$ cat src/lf_pkg.sv
// shared constants and types for the lf buffer and modulator
package lf_pkg;
  localparam int CLK_MHZ = 25;
  localparam int DEPTH = 96;
  localparam int PTR_W = 7;
  localparam logic [6:0] PTR_EMPTY = 7'h00;
  localparam logic [6:0] PTR_FULL = 7'h60;
  localparam logic [6:0] FREE_RST = 7'h60;
  // half-bit times in microseconds, one per rate selector code
  localparam int HALF_US_0 = 512;
  localparam int HALF_US_1 = 256;
  localparam int HALF_US_2 = 160;
  localparam int HALF_US_3 = 128;
  localparam int HALF_CYC_0 = HALF_US_0 * CLK_MHZ;
  localparam int HALF_CYC_1 = HALF_US_1 * CLK_MHZ;
  localparam int HALF_CYC_2 = HALF_US_2 * CLK_MHZ;
  localparam int HALF_CYC_3 = HALF_US_3 * CLK_MHZ;
  localparam int TMR_W = 14;
  // carrier period of 192 cycles, about 130 kHz
  localparam logic [7:0] CARR_LAST = 8'hBF;
  localparam logic [7:0] CARR_PERIOD = 8'hC0;
  localparam logic [7:0] CARR_QUARTER = 8'h30;
  // high time out of 192: 1.25/8, 1.75/8, 2.5/8, 4/8
  localparam logic [7:0] DUTY_LOW = 8'h1E;
  localparam logic [7:0] DUTY_MID = 8'h2A;
  localparam logic [7:0] DUTY_HIGH = 8'h3C;
  localparam logic [7:0] DUTY_FULL = 8'h60;
  localparam logic [3:0] ADDR_CFG1 = 4'h1;
  localparam logic [3:0] ADDR_CFG2 = 4'h2;
  localparam logic [3:0] ADDR_STATUS = 4'h3;
  localparam logic [3:0] ADDR_DATA = 4'h4;
  localparam logic [3:0] ADDR_HEADER = 4'h5;
  localparam logic [3:0] ADDR_CONTROL = 4'h6;
  localparam int HDR_MARK_BIT = 7;
  localparam int CTRL_STOP_BIT = 0;
  localparam logic [7:0] CFG1_RST = 8'h1E;
  localparam logic [7:0] CFG2_RST = 8'h00;
  typedef struct packed {
    logic [2:0] spare;
    logic [3:0] current_sel;
    logic carrier_keying_select;
  } cfg1_t;
  typedef struct packed {
    logic [4:0] spare;
    logic clko_prescale;
    logic rate_sel_msb;
    logic rate_sel_lsb;
  } cfg2_t;
  typedef struct packed {
    logic upper;
    logic lower;
  } half_pair_t;
  typedef enum logic [2:0] {
    MOD_IDLE = 3'h1,
    MOD_LOWER = 3'h2,
    MOD_UPPER = 3'h4
  } mod_state_t;
endpackage

$ cat src/lf_buffer_modulator.sv
// lf half-bit buffer with ask/psk modulator and antenna driver control
//
// Functional notes
// - buffer holds 192 half bits
// - two halves; one logical bit per access
// - clear or power-down empties buffer
// - write stores at pointer, pointer up
// - read from bottom, shift down all
// - writes dropped while buffer full
// - modulator stops when buffer empty
// - modulator starts after data command completes
// - lower half bit first, then upper
// - keying select bit picks ask or psk
// - ask: carrier follows half bit value
// - active output high through whole modulation
// - psk: carrier on, invert on change
// - half-bit time from rate selector
// - timing error never accumulates
// - loop switch moves at zero crossings while modulating
// - loop switch off in power-down, fault
// - drive duty cycle from current setting
// - zero crossing sets phase, peak sampling
// - data header: msb set, bit count
// - stop clears buffer, driver idles
// - fault clears buffer
// - free slot count tracks writes, fetches
//
// The implementer's own choices: the plain strobed port and the address map.
`timescale 1ns/1ps
module lf_buffer_modulator #(
  parameter int HALF_CYC_0 = lf_pkg::HALF_CYC_0,
  parameter int HALF_CYC_1 = lf_pkg::HALF_CYC_1,
  parameter int HALF_CYC_2 = lf_pkg::HALF_CYC_2,
  parameter int HALF_CYC_3 = lf_pkg::HALF_CYC_3
) (
  input wire logic mclk_in,
  input wire logic srst_in,
  input wire logic [3:0] addr_in,
  input wire logic [7:0] wdata_in,
  input wire logic wr_in,
  input wire logic rd_in,
  output logic [7:0] rdata_out,
  input wire logic power_down_in,
  input wire logic fault_in,
  input wire logic zero_cross_in,
  output logic antenna_drive_out,
  output logic loop_switch_gate_out,
  output logic modulator_active_out,
  output logic sample_hold_out
);
  lf_pkg::cfg1_t cfg1_reg;
  lf_pkg::cfg1_t cfg1_next;
  lf_pkg::cfg2_t cfg2_reg;
  lf_pkg::cfg2_t cfg2_next;
  logic [6:0] hdr_cnt_reg;
  logic [6:0] hdr_cnt_next;
  logic run_reg;
  logic run_next;
  logic [7:0] rdata_reg;
  logic [7:0] rdata_next;
  logic clr_buf;
  logic data_wr;
  logic stop_wr;

  logic lo_mem_reg [0:lf_pkg::DEPTH-1];
  logic lo_mem_next [0:lf_pkg::DEPTH-1];
  logic hi_mem_reg [0:lf_pkg::DEPTH-1];
  logic hi_mem_next [0:lf_pkg::DEPTH-1];
  logic [6:0] ptr_reg;
  logic [6:0] ptr_next;
  logic [6:0] free_reg;
  logic [6:0] free_next;
  logic wr_ok;

  lf_pkg::mod_state_t state_reg;
  lf_pkg::mod_state_t state_next;
  lf_pkg::half_pair_t pair_reg;
  lf_pkg::half_pair_t pair_next;
  logic fetch;
  logic mod_done;
  logic tick;
  logic active;

  logic [7:0] car_cnt_reg;
  logic [7:0] car_cnt_next;
  logic [7:0] zc_off_reg;
  logic [7:0] zc_off_next;
  logic phase_reg;
  logic phase_next;
  logic bit_reg;
  logic bit_next;
  logic drive_reg;
  logic drive_next;
  logic gate_reg;
  logic gate_next;
  logic act_reg;
  logic act_next;
  logic sh_reg;
  logic sh_next;
  logic bit_now;
  logic on_eff;
  logic gate_want;
  logic [8:0] peak_sum;
  logic [7:0] peak_pos;

  function automatic logic [7:0] duty_of(input logic [3:0] sel);
    unique case (sel[3:2])
      2'h0: duty_of = lf_pkg::DUTY_LOW;
      2'h1: duty_of = lf_pkg::DUTY_MID;
      2'h2: duty_of = lf_pkg::DUTY_HIGH;
      2'h3: duty_of = lf_pkg::DUTY_FULL;
    endcase
  endfunction

  // register port and command handling
  always_comb
  begin
    cfg1_next = cfg1_reg;
    cfg2_next = cfg2_reg;
    hdr_cnt_next = hdr_cnt_reg;
    run_next = run_reg;
    rdata_next = 8'h00;
    stop_wr = wr_in && (addr_in == lf_pkg::ADDR_CONTROL) && wdata_in[lf_pkg::CTRL_STOP_BIT];
    data_wr = wr_in && (addr_in == lf_pkg::ADDR_DATA) && (hdr_cnt_reg != 7'h00);
    clr_buf = stop_wr || fault_in || power_down_in;
    if (mod_done || clr_buf)
      run_next = 1'b0;
    if (wr_in)
    begin
      unique case (addr_in)
        lf_pkg::ADDR_CFG1: cfg1_next = wdata_in;
        lf_pkg::ADDR_CFG2: cfg2_next = wdata_in;
        lf_pkg::ADDR_HEADER:
        begin
          // only a header with its mark bit opens a data burst
          if (wdata_in[lf_pkg::HDR_MARK_BIT])
          begin
            hdr_cnt_next = wdata_in[6:0];
            if (wdata_in[6:0] == 7'h00 && !clr_buf)
              run_next = 1'b1;
          end
        end
        lf_pkg::ADDR_DATA:
        begin
          // count runs down even for dropped bits: no consistency check
          if (data_wr)
          begin
            hdr_cnt_next = hdr_cnt_reg - 7'h01;
            if (hdr_cnt_reg == 7'h01 && !clr_buf)
              run_next = 1'b1;
          end
        end
        default: ;
      endcase
    end
    if (rd_in)
    begin
      unique case (addr_in)
        lf_pkg::ADDR_CFG1: rdata_next = cfg1_reg;
        lf_pkg::ADDR_CFG2: rdata_next = cfg2_reg;
        lf_pkg::ADDR_STATUS: rdata_next = {act_reg, free_reg};
        lf_pkg::ADDR_HEADER: rdata_next = {run_reg, hdr_cnt_reg};
        default: rdata_next = 8'h00;
      endcase
    end
  end

  always_ff @(posedge mclk_in)
  begin
    if (srst_in)
    begin
      cfg1_reg <= lf_pkg::CFG1_RST;
      cfg2_reg <= lf_pkg::CFG2_RST;
      hdr_cnt_reg <= 7'h00;
      run_reg <= 1'b0;
      rdata_reg <= 8'h00;
    end
    else
    begin
      cfg1_reg <= cfg1_next;
      cfg2_reg <= cfg2_next;
      hdr_cnt_reg <= hdr_cnt_next;
      run_reg <= run_next;
      rdata_reg <= rdata_next;
    end
  end

  // shift-down buffer; index 0 is the bottom pair (half bits 0/1)
  always_comb
  begin
    wr_ok = data_wr && (ptr_reg != lf_pkg::PTR_FULL) && !clr_buf;
    ptr_next = ptr_reg;
    free_next = free_reg;
    for (int i = 0; i < lf_pkg::DEPTH; i++)
    begin
      if (fetch && i < lf_pkg::DEPTH - 1)
      begin
        lo_mem_next[i] = lo_mem_reg[i + 1];
        hi_mem_next[i] = hi_mem_reg[i + 1];
      end
      else
      begin
        lo_mem_next[i] = fetch ? 1'b0 : lo_mem_reg[i];
        hi_mem_next[i] = fetch ? 1'b0 : hi_mem_reg[i];
      end
    end
    if (wr_ok)
    begin
      // the slot moves down with the data when a fetch lands in the same cycle
      lo_mem_next[fetch ? ptr_reg - 7'h01 : ptr_reg] = wdata_in[0];
      hi_mem_next[fetch ? ptr_reg - 7'h01 : ptr_reg] = wdata_in[1];
    end
    if (wr_ok && !fetch)
    begin
      ptr_next = ptr_reg + 7'h01;
      free_next = free_reg - 7'h01;
    end
    else if (fetch && !wr_ok)
    begin
      ptr_next = ptr_reg - 7'h01;
      free_next = free_reg + 7'h01;
    end
    if (clr_buf)
    begin
      ptr_next = lf_pkg::PTR_EMPTY;
      free_next = lf_pkg::FREE_RST;
    end
  end

  always_ff @(posedge mclk_in)
  begin
    if (srst_in)
    begin
      ptr_reg <= lf_pkg::PTR_EMPTY;
      free_reg <= lf_pkg::FREE_RST;
    end
    else
    begin
      ptr_reg <= ptr_next;
      free_reg <= free_next;
    end
  end

  // stale cells above the pointer are never read, so the array needs no reset
  always_ff @(posedge mclk_in)
  begin
    for (int i = 0; i < lf_pkg::DEPTH; i++)
    begin
      lo_mem_reg[i] <= lo_mem_next[i];
      hi_mem_reg[i] <= hi_mem_next[i];
    end
  end

  lf_half_timer #(
    .HALF_CYC_0(HALF_CYC_0),
    .HALF_CYC_1(HALF_CYC_1),
    .HALF_CYC_2(HALF_CYC_2),
    .HALF_CYC_3(HALF_CYC_3)
  ) u_timer (
    .mclk_in(mclk_in),
    .srst_in(srst_in),
    .run_in(active),
    .rate_sel_in({cfg2_reg.rate_sel_msb, cfg2_reg.rate_sel_lsb}),
    .tick_out(tick)
  );

  // modulator sequencing
  always_comb
  begin
    active = (state_reg != lf_pkg::MOD_IDLE);
    state_next = state_reg;
    pair_next = pair_reg;
    fetch = 1'b0;
    mod_done = 1'b0;
    unique case (state_reg)
      lf_pkg::MOD_IDLE:
      begin
        if (run_reg && ptr_reg != lf_pkg::PTR_EMPTY)
        begin
          fetch = 1'b1;
          state_next = lf_pkg::MOD_LOWER;
        end
        // a command with nothing to send must not arm the next burst early
        else if (run_reg)
          mod_done = 1'b1;
      end
      lf_pkg::MOD_LOWER:
      begin
        if (tick)
          state_next = lf_pkg::MOD_UPPER;
      end
      lf_pkg::MOD_UPPER:
      begin
        if (tick && ptr_reg != lf_pkg::PTR_EMPTY)
        begin
          fetch = 1'b1;
          state_next = lf_pkg::MOD_LOWER;
        end
        else if (tick)
        begin
          mod_done = 1'b1;
          state_next = lf_pkg::MOD_IDLE;
        end
      end
    endcase
    if (clr_buf)
    begin
      fetch = 1'b0;
      mod_done = 1'b0;
      state_next = lf_pkg::MOD_IDLE;
    end
    if (fetch)
      pair_next = '{upper: hi_mem_reg[0], lower: lo_mem_reg[0]};
  end

  always_ff @(posedge mclk_in)
  begin
    if (srst_in)
    begin
      state_reg <= lf_pkg::MOD_IDLE;
      pair_reg <= '0;
    end
    else
    begin
      state_reg <= state_next;
      pair_reg <= pair_next;
    end
  end

  // driver control: carrier, phase, loop switch and peak sampling
  always_comb
  begin
    bit_now = (state_reg == lf_pkg::MOD_UPPER) ? pair_reg.upper : pair_reg.lower;
    on_eff = active && (cfg1_reg.carrier_keying_select || bit_now)
      && !fault_in && !power_down_in;
    car_cnt_next = (car_cnt_reg == lf_pkg::CARR_LAST) ? 8'h00 : car_cnt_reg + 8'h01;
    bit_next = bit_now;
    act_next = active;
    phase_next = phase_reg;
    if (!active)
      phase_next = 1'b0;
    else if (cfg1_reg.carrier_keying_select && act_reg && bit_now != bit_reg)
      phase_next = !phase_reg;
    drive_next = on_eff && ((car_cnt_reg < duty_of(cfg1_reg.current_sel)) ^ phase_reg);
    // loop stays closed unless an ask gap quenches the field
    gate_want = !(active && !on_eff);
    gate_next = gate_reg;
    if (fault_in || power_down_in)
      gate_next = 1'b0;
    else if (!active || zero_cross_in)
      gate_next = gate_want;
    // zero crossing gives phase offset; peak lies a quarter period later
    zc_off_next = zero_cross_in ? car_cnt_reg : zc_off_reg;
    peak_sum = {1'b0, zc_off_reg} + {1'b0, lf_pkg::CARR_QUARTER};
    if (peak_sum >= {1'b0, lf_pkg::CARR_PERIOD})
      peak_pos = 8'(peak_sum - {1'b0, lf_pkg::CARR_PERIOD});
    else
      peak_pos = peak_sum[7:0];
    sh_next = drive_reg && (car_cnt_reg == peak_pos);
  end

  always_ff @(posedge mclk_in)
  begin
    if (srst_in)
    begin
      car_cnt_reg <= 8'h00;
      zc_off_reg <= 8'h00;
      phase_reg <= 1'b0;
      bit_reg <= 1'b0;
      drive_reg <= 1'b0;
      gate_reg <= 1'b0;
      act_reg <= 1'b0;
      sh_reg <= 1'b0;
    end
    else
    begin
      car_cnt_reg <= car_cnt_next;
      zc_off_reg <= zc_off_next;
      phase_reg <= phase_next;
      bit_reg <= bit_next;
      drive_reg <= drive_next;
      gate_reg <= gate_next;
      act_reg <= act_next;
      sh_reg <= sh_next;
    end
  end

  assign rdata_out = rdata_reg;
  assign antenna_drive_out = drive_reg;
  assign loop_switch_gate_out = gate_reg;
  assign modulator_active_out = act_reg;
  assign sample_hold_out = sh_reg;
endmodule

$ cat src/lf_half_timer.sv
// half-bit timer: cycle counter reloaded at every half-bit boundary
`timescale 1ns/1ps
module lf_half_timer #(
  parameter int HALF_CYC_0 = lf_pkg::HALF_CYC_0,
  parameter int HALF_CYC_1 = lf_pkg::HALF_CYC_1,
  parameter int HALF_CYC_2 = lf_pkg::HALF_CYC_2,
  parameter int HALF_CYC_3 = lf_pkg::HALF_CYC_3
) (
  input wire logic mclk_in,
  input wire logic srst_in,
  input wire logic run_in,
  input wire logic [1:0] rate_sel_in,
  output logic tick_out
);
  localparam int W = lf_pkg::TMR_W;
  logic [W-1:0] cnt_reg;
  logic [W-1:0] cnt_next;
  logic [W-1:0] term;

  always_comb
  begin
    unique case (rate_sel_in)
      2'h0: term = W'(HALF_CYC_0 - 1);
      2'h1: term = W'(HALF_CYC_1 - 1);
      2'h2: term = W'(HALF_CYC_2 - 1);
      2'h3: term = W'(HALF_CYC_3 - 1);
    endcase
    tick_out = run_in && (cnt_reg == term);
    // reload with no dead cycle, so boundaries never drift
    if (!run_in || tick_out)
      cnt_next = '0;
    else
      cnt_next = cnt_reg + W'(1);
  end

  always_ff @(posedge mclk_in)
  begin
    if (srst_in)
      cnt_reg <= '0;
    else
      cnt_reg <= cnt_next;
  end
endmodule

$ cat config.mk
export PLATFORM = sky130hd
export DESIGN_NAME = lf_buffer_modulator
export DESIGN_NICKNAME = d
export VERILOG_FILES = /design/src/lf_pkg.sv /design/src/lf_buffer_modulator.sv /design/src/lf_half_timer.sv
export SDC_FILE = /design/constraint.sdc
export NUM_CORES = 1
export LEC_CHECK = 0
export BUFFER_PORTS_ARGS = -buffer_cell sky130_fd_sc_hd__buf_2
export CORE_ASPECT_RATIO = 0.9
export CORE_MARGIN = 10
export CORE_UTILIZATION = 48
export CTS_CLUSTER_SIZE = 16
export DETAILED_ROUTE_END_ITERATION = 12
export SLEW_MARGIN = 20
export SYNTH_ARGS = -nofsm -noshare
export SYNTH_HDL_FRONTEND = slang
export SYNTH_HIERARCHICAL = 1
export SYNTH_SLANG_ARGS = --single-unit
$ cat constraint.sdc
create_clock -name mclk_in -period 5.85 [get_ports mclk_in]
set_input_delay 1.17 -clock mclk_in [delete_from_list [all_inputs] [get_ports mclk_in]]
set_output_delay 1.17 -clock mclk_in [all_outputs]
set_load 0.05 [all_outputs]
==> flow_summary.toml, run 1 <==
[outcome]
status = "finished, final reports clean"

[timing]
min_period_over_period_pct = 81.4
rsz0062_at_grt = "no"
setup_tns_ps = 0
slew_headroom_pct = 31.4
final_max_slew_viol_count = 0
fmax_ghz = 0.210
skew_ps = 10.7
setup_viol = 0
tightest_slew_ps = 1030
period_needed_ps = 4760
hold_viol_final = 0

[critical_path]
path_max_fanout = 11
critPathRequiredTime_ps = 6240
r2r_slack_ps = 1090
crit_arrival_ps = 5150
cp-startpoint = "u_timer/cnt_reg[0]"
endpoint_kind = "register"
critPathKind = "register to register"
crit_path_start_kind = "register"
rr_worst_depth = 12
r2r-end = "hi_mem_reg[2][2]"
endpoint = "hi_mem_reg[2][2]"
r2r-start = "u_timer/cnt_reg[0]"

[cts]
root_buffer = "clkbuf_16"
h-tree-depth = 1
cts_hold_repair.buffers = 0
postCtsSetupBuffers = 0
cts_buffers = 31
cts_sinks = 279
tritoncts = "built"
clock_path_buffers = 3
cts_resized = 0
clk_pin_slew_worst_paths_ps = 60
clkLatencyLatePin_ps = 560

[layout]
final_core_util_pct = 53.6
drive_gt1_share_pct = 10.1
syn2layout_area_growth_pct = 10.1
final_nets = 1463
final_cells = 1847
layout_commonest_cell = "mux2i_1"
diodes = 0
nFillCells = 2746
mostFrequentLayoutCells = "mux2i_1 (377), dfxtp_1 (279), nand2_1 (93), nor2_1 (87), nand3_1 (55)"

[die]
dieArea_um2 = 36600
die_w_um = 201
io_pins = 31
die_y_um = 183
coreArea_um2 = 28900
rows = 59
initial_core_util_pct = 48.7

[run]
drv_cap = 0

[global_route]
track_usage_pct = 17.8
grt_overflow_total = 0
grt_pass1_vias = 10200
grt_util_met1_pct = 25.5
antenna_found_initial = 0
grt_max_degree = 138
grt_pass1_wl_mm = 55.4
grtUsageMet2_pct = 28.0
grt.busiest_layer = "met2"
grt_use_met3_pct = 2.21

[placed_design]
place_congestion = 0.883
portBuffers = 30
hpwl_mm = 22.3
dp_cells = 1790

[route]
vias = 10600
drtPass1Iterations = 5
drc = 0
postRouteAntennaNets = 0
vias_per_cell = 5.74
drt-total-wl_mm = 33.6
drtIter0Drc = 719
wl_per_cell_um = 18.2

[yosys]
synth_area_leaders = "dfxtp_1 (40%), mux2i_1 (27%), nand2_1 (2.5%)"
ys_warn_count = 6
synth_top_cell_area_share_pct = 39.6
avgSynthCellArea_um2 = 9.79
ys.flop_type = "dfxtp_1"
syn_inst = 1439
synth_top_cell_by_area = "dfxtp_1"
syn-cell-area_um2 = 14100
synth_edf_count = 0
async_flop_share_pct = 0
synth.distinct_cells = 83
ys_seq_elements = 279
synth.yosys.seq_area_share_pct = 39.6
synth_nets = 1475

[power]
power_mw = 3.96
power_density_nw_per_um2 = 255
p_int_mw = 3.09
combPwrFrac_pct = 2.7
pwr-share-seq_pct = 48.3
p_leak_nw = 6.31
switching_share_pct = 22.0
p_clk_share_pct = 49.0
switchingPower_mw = 0.871
peakVddDrop_mv = 0.235

[worst_hold_path]
min-delay-path-class = "register to register"
cells in the mapped netlist, drive strengths merged (9+ instances only):
cell	instances
mux2i	378
dfxtp	279
nand2	95
nor2	88
clkbuf	60
nand3	56
o21ai	56
a21oi	43
buf	36
a22oi	30
inv	27
xnor2	27
a211oi	20
ha	17
nor3	17
xor2	16
and2	11
o211ai	11
nand4	10
nor4	10
a22o	9
or3	9
final cells by class:
class	instances	area [um2]	share of cell area, %
Clock buffer	40	850	5.48
Clock inverter	17	171	1.11
Inverter	28	105	0.678
Multi-Input combinational cell	1036	7990	51.5
Sequential cell	279	5590	36.0
Tap cell	396	495	3.19
Timing Repair Buffer	51	320	2.06
metrics by stage:
step / instance area (um2) / worst slack [ps] / hold WS (ps)
final: 15500 / 1090 / 452
after global routing: 15500 / 756 / 469
after CTS: 15500 / 1110 / 457
after detailed placement: 14500 / 1000 / 449
after global placement: 14500 / 1050 / 439
after floorplan: 14100 / 1270 / 431
logic make-up (layout without fill, tap and decap cells):
| family | Yosys count | in the layout | share of synthesized area, % |
|---|---|---|---|
| fa+ha+maj | 17 | 17 | 1.51 |
| compound gates | 237 | 237 | 12.3 |
| simple gates | 353 | 353 | 12.6 |
| xor+xnor | 43 | 43 | 2.67 |
| flops | 279 | 279 | 39.6 |
| buf+inv | 124 | 136 | 3.77 |
| mux | 386 | 386 | 27.5 |
power groups by stage:
| stage | clock network, mW | logic (mW) | registers [mW] |
|---|---|---|---|
| 6_report | 1.94 | 0.106 | 1.91 |
| 5_1_grt | 2.06 | 0.116 | 1.91 |
| 4_1_cts | 1.99 | 0.106 | 1.91 |
| 3_5_place_dp | 0 | 0.105 | 1.96 |
| 3_3_place_gp | 0 | 0.105 | 1.96 |
| 2_1_floorplan | 0 | 0.0724 | 1.95 |
worst min-delay path by stage:
| stage | start | to | slack, ps | cells after the start |
|---|---|---|---|---|
| floorplan | hi_mem_reg[0][0] | pair_reg[1] | 430 | 2 |
| global placement | cfg1_reg[1] | cfg1_reg[1] | 440 | 1 |
| detailed placement | pair_reg[0] | pair_reg[0] | 450 | 2 |
| CTS | pair_reg[0] | pair_reg[0] | 460 | 2 |
| global route | lo_mem_reg[0][0] | pair_reg[0] | 470 | 2 |
| finish | pair_reg[0] | pair_reg[0] | 450 | 2 |
per-layer routing:
layer / wire length [um] / vias up
met4: 548 / 0
li1: - / 5254
met2: 14700 / 185
met5: 0 / -
met3: 1230 / 40
met1: 17100 / 5129
critical path, cell delays in order (launching register included):
cell and delay, ps:
dfxtp_1 370, ha_1 230, nand2_2 100, or3_1 370, a221oi_1 320, and3_1 350
and3b_1 260, a2bb2oi_1 690, a31oi_2 380, a2111oi_4 960, buf_4 250, o21ai_1 120
mux2i_1 180
(Power assumes the default switching activity.)
==> run 2, diff against run 1 <==
--- a/config.mk
+++ b/config.mk
@@ -5,12 +5,14 @@
 export SDC_FILE = /design/constraint.sdc
 export NUM_CORES = 1
 export LEC_CHECK = 0
+export ABC_AREA = 1
 export BUFFER_PORTS_ARGS = -buffer_cell sky130_fd_sc_hd__buf_2
 export CORE_ASPECT_RATIO = 0.9
 export CORE_MARGIN = 10
 export CORE_UTILIZATION = 48
 export CTS_CLUSTER_SIZE = 16
 export DETAILED_ROUTE_END_ITERATION = 12
+export PLACE_DENSITY = 0.66
 export SLEW_MARGIN = 20
 export SYNTH_ARGS = -nofsm -noshare
 export SYNTH_HDL_FRONTEND = slang
==> constraint.sdc (replaced) <==
create_clock -name mclk_in -period 4 [get_ports mclk_in]
set_input_delay 0.8 -clock mclk_in [delete_from_list [all_inputs] [get_ports mclk_in]]
set_output_delay 0.8 -clock mclk_in [all_outputs]
set_load 0.05 [all_outputs]
==> flow_summary.toml, run 2 <==
[layout]
mostFrequentLayoutCells = "nand2_1 (1,178), dfxtp_1 (279), nand3_1 (242), inv_1 (101), nor2_1 (78)"
nFillCells = 2989
drive_gt1_share_pct = 6.97
syn2layout_area_growth_pct = 7.40
layout_commonest_cell = "nand2_1"
diodes = 0
final_nets = 2295
postLayoutCellArea_um2 = 15900

[yosys]
ys_warn_count = 6
synth_top_cell_area_share_pct = 37.8
netlist_top_cells_count = "nand2_1 (1,178), dfxtp_1 (279), nand3_1 (242)"
synth.distinct_cells = 46
syn_inst = 2305
yosys.area_share.adder_pct = 1.44
ys.flop_type = "dfxtp_1"
ys_seq_elements = 279
synthSimpleGateAreaFrac_pct = 44.7
synthXorXnorAreaFrac_pct = 2.05
avgSynthCellArea_um2 = 6.40
synthMuxAreaShare_pct = 0
synth_top_cell_by_area = "dfxtp_1"
synth_compound_area_share_pct = 6.00
syn-cell-area_um2 = 14800
synth_top_family_by_area = "simple AND/OR/NAND/NOR gates"
synth.yosys.seq_area_share_pct = 37.8
async_flop_share_pct = 0
yosysMostFrequentCell = "nand2_1"
synth_area_leaders = "dfxtp_1 (38%), nand2_1 (30%), nand3_1 (8.2%)"
synth_nets = 2341
synth_edf_count = 0

[route]
drc = 0
postRouteAntennaNets = 0
wl_per_cell_um = 13.3
drtIter0Drc = 1360
vias_per_cell = 5.08
vias = 13600
drtPass1Iterations = 5
drt-total-wl_mm = 35.6

[cts]
cts_buffers = 31
h-tree-depth = 1
cts_hold_repair.buffers = 0
clk_pin_slew_worst_paths_ps = 60
postCtsSetupBuffers = 0
cts_sinks = 279
cts_resized = 0
clkLatencyLatePin_ps = 560
tritoncts = "built"
clock_path_buffers = 3
root_buffer = "clkbuf_16"

[timing]
skew_ps = 13.2
setup_viol = 0
setup_tns_ps = 0
tightest_slew_ps = 1010
min_period_over_period_pct = 86.8
hold_viol_final = 0
slew_headroom_pct = 32.7
period_needed_ps = 3470
final_max_slew_viol_count = 0
fmax_ghz = 0.288
rsz0062_at_grt = "no"

[critical_path]
slowest_stage = "nor2_4"
crit_chain = "nor3_1 > inv_1 > inv_1 > nor2_1 > inv_1 > nor2_1 > nand2_2 > nand2_4 > nand2_8 > buf_6 > nand2_1 > nand2_2 > nand2_4 > nor2_4 > nand2_1 > nand2_1 > nand2_1"
critPathRequiredTime_ps = 4450
crit_arrival_ps = 3920
critPathKind = "register to register"
endpoint_kind = "register"
crit_path_start_kind = "register"
crit_family = "simple AND/OR/NAND/NOR gates"
crit_top_cell = "nand2_1"
path_max_fanout = 58
slowest_delay_ps = 480
crit_buf_inv = 4

[global_route]
grt_overflow_total = 0
antenna_found_initial = 0
track_usage_pct = 18.2
grt_pass1_vias = 12300
grt_pass1_wl_mm = 60.3
grt_max_degree = 193

[die]
die_y_um = 186
initial_core_util_pct = 49.0
die_w_um = 205
coreArea_um2 = 30100
io_pins = 31
dieArea_um2 = 38200
rows = 60

[placed_design]
place_congestion = 0.915
dpl_cell_area_um2 = 14900
hpwl_mm = 22.2
portBuffers = 30

[power]
power_density_nw_per_um2 = 358
p_leak_nw = 7.65
peakVddDrop_mv = 0.293

[outcome]
status = "finished, final reports clean"

[run]
drv_cap = 0

[worst_hold_path]
min-delay-path-class = "register to register"
## run 2: changes by cell type after synthesis, sizes merged, moves of 29 or more
cell,previous run,this run
a22oi,30,1
buf,36,81
inv,27,110
mux2i,378,0
nand2,95,1196
nand3,56,247
## run 2: worst reg2reg max path, stage by stage, from the launching register on
cell,delay [ps]
dfxtp_1,350
nor3_1,420
inv_1,240
inv_1,130
nor2_1,70
inv_1,110
nor2_1,70
nand2_2,110
nand2_4,140
nand2_8,190
buf_6,390
nand2_1,130
nand2_2,140
nand2_4,90
nor2_4,480
nand2_1,170
nand2_1,90
nand2_1,50
## run 2: final timing paths
check	to	cells past startpoint	from	slack (ps)
hold reg to reg	u_timer/cnt_reg[0]	1	u_timer/cnt_reg[0]	450
hold / removal	u_timer/cnt_reg[0]	1	u_timer/cnt_reg[0]	450
setup reg to reg	lo_mem_reg[2][31]	17	state_reg[1]	530
setup / recovery	lo_mem_reg[2][31]	17	state_reg[1]	530
## run 2: cells by family after synthesis
group | Yosys count
AO/OA/AOI/OAI | 159
XOR/XNOR | 33
adder cells (fa/ha/maj) | 17
buffers and inverters | 244
flip-flops | 279
AND/OR/NAND/NOR | 1573
## run 2: stage by stage
stage	cells	setup WS, ps	hold WS (ps)	power, mW	utilization, %
5_1_grt	2683	97.5	477	5.86	52.7
2_1_floorplan	2305	510	418	2.98	-
3_5_place_dp	2629	320	443	3.04	49.4
3_3_place_gp	2629	359	432	3.03	49.4
4_1_cts	2683	298	450	5.74	52.6
6_report	2683	527	446	5.67	52.7
## run 2: power breakdown
part / total [mW] / internal (mW) / switching, mW
Sequential: 2.81 / 2.79 / 0.0147
Combinational: 0.170 / 0.0475 / 0.122
Clock: 2.69 / 1.56 / 1.13
Total: 5.67 / 4.40 / 1.27
## run 2: per-layer routing
| layer | vias up | track usage, % | part of all wire (%) |
|---|---|---|---|
| met2 | 273 | 28.4 | 44 |
| met3 | 43 | 2.44 | 5.1 |
| met1 | 6123 | 26.1 | 50 |
| met5 | - | 0 | 0 |
| met4 | 0 | 3.39 | 1.4 |
| li1 | 7179 | - | - |
## run 2: final cells by class
class / instances / area [um2] / area share [%]
clock inverter: 6 / 36.3 / 0.229
timing repair buffer: 50 / 359 / 2.27
sequential: 279 / 5590 / 35.2
multi-input combinational: 1782 / 8010 / 50.5
tap: 403 / 504 / 3.18
clock buffer: 48 / 920 / 5.80
inverter: 115 / 437 / 2.75
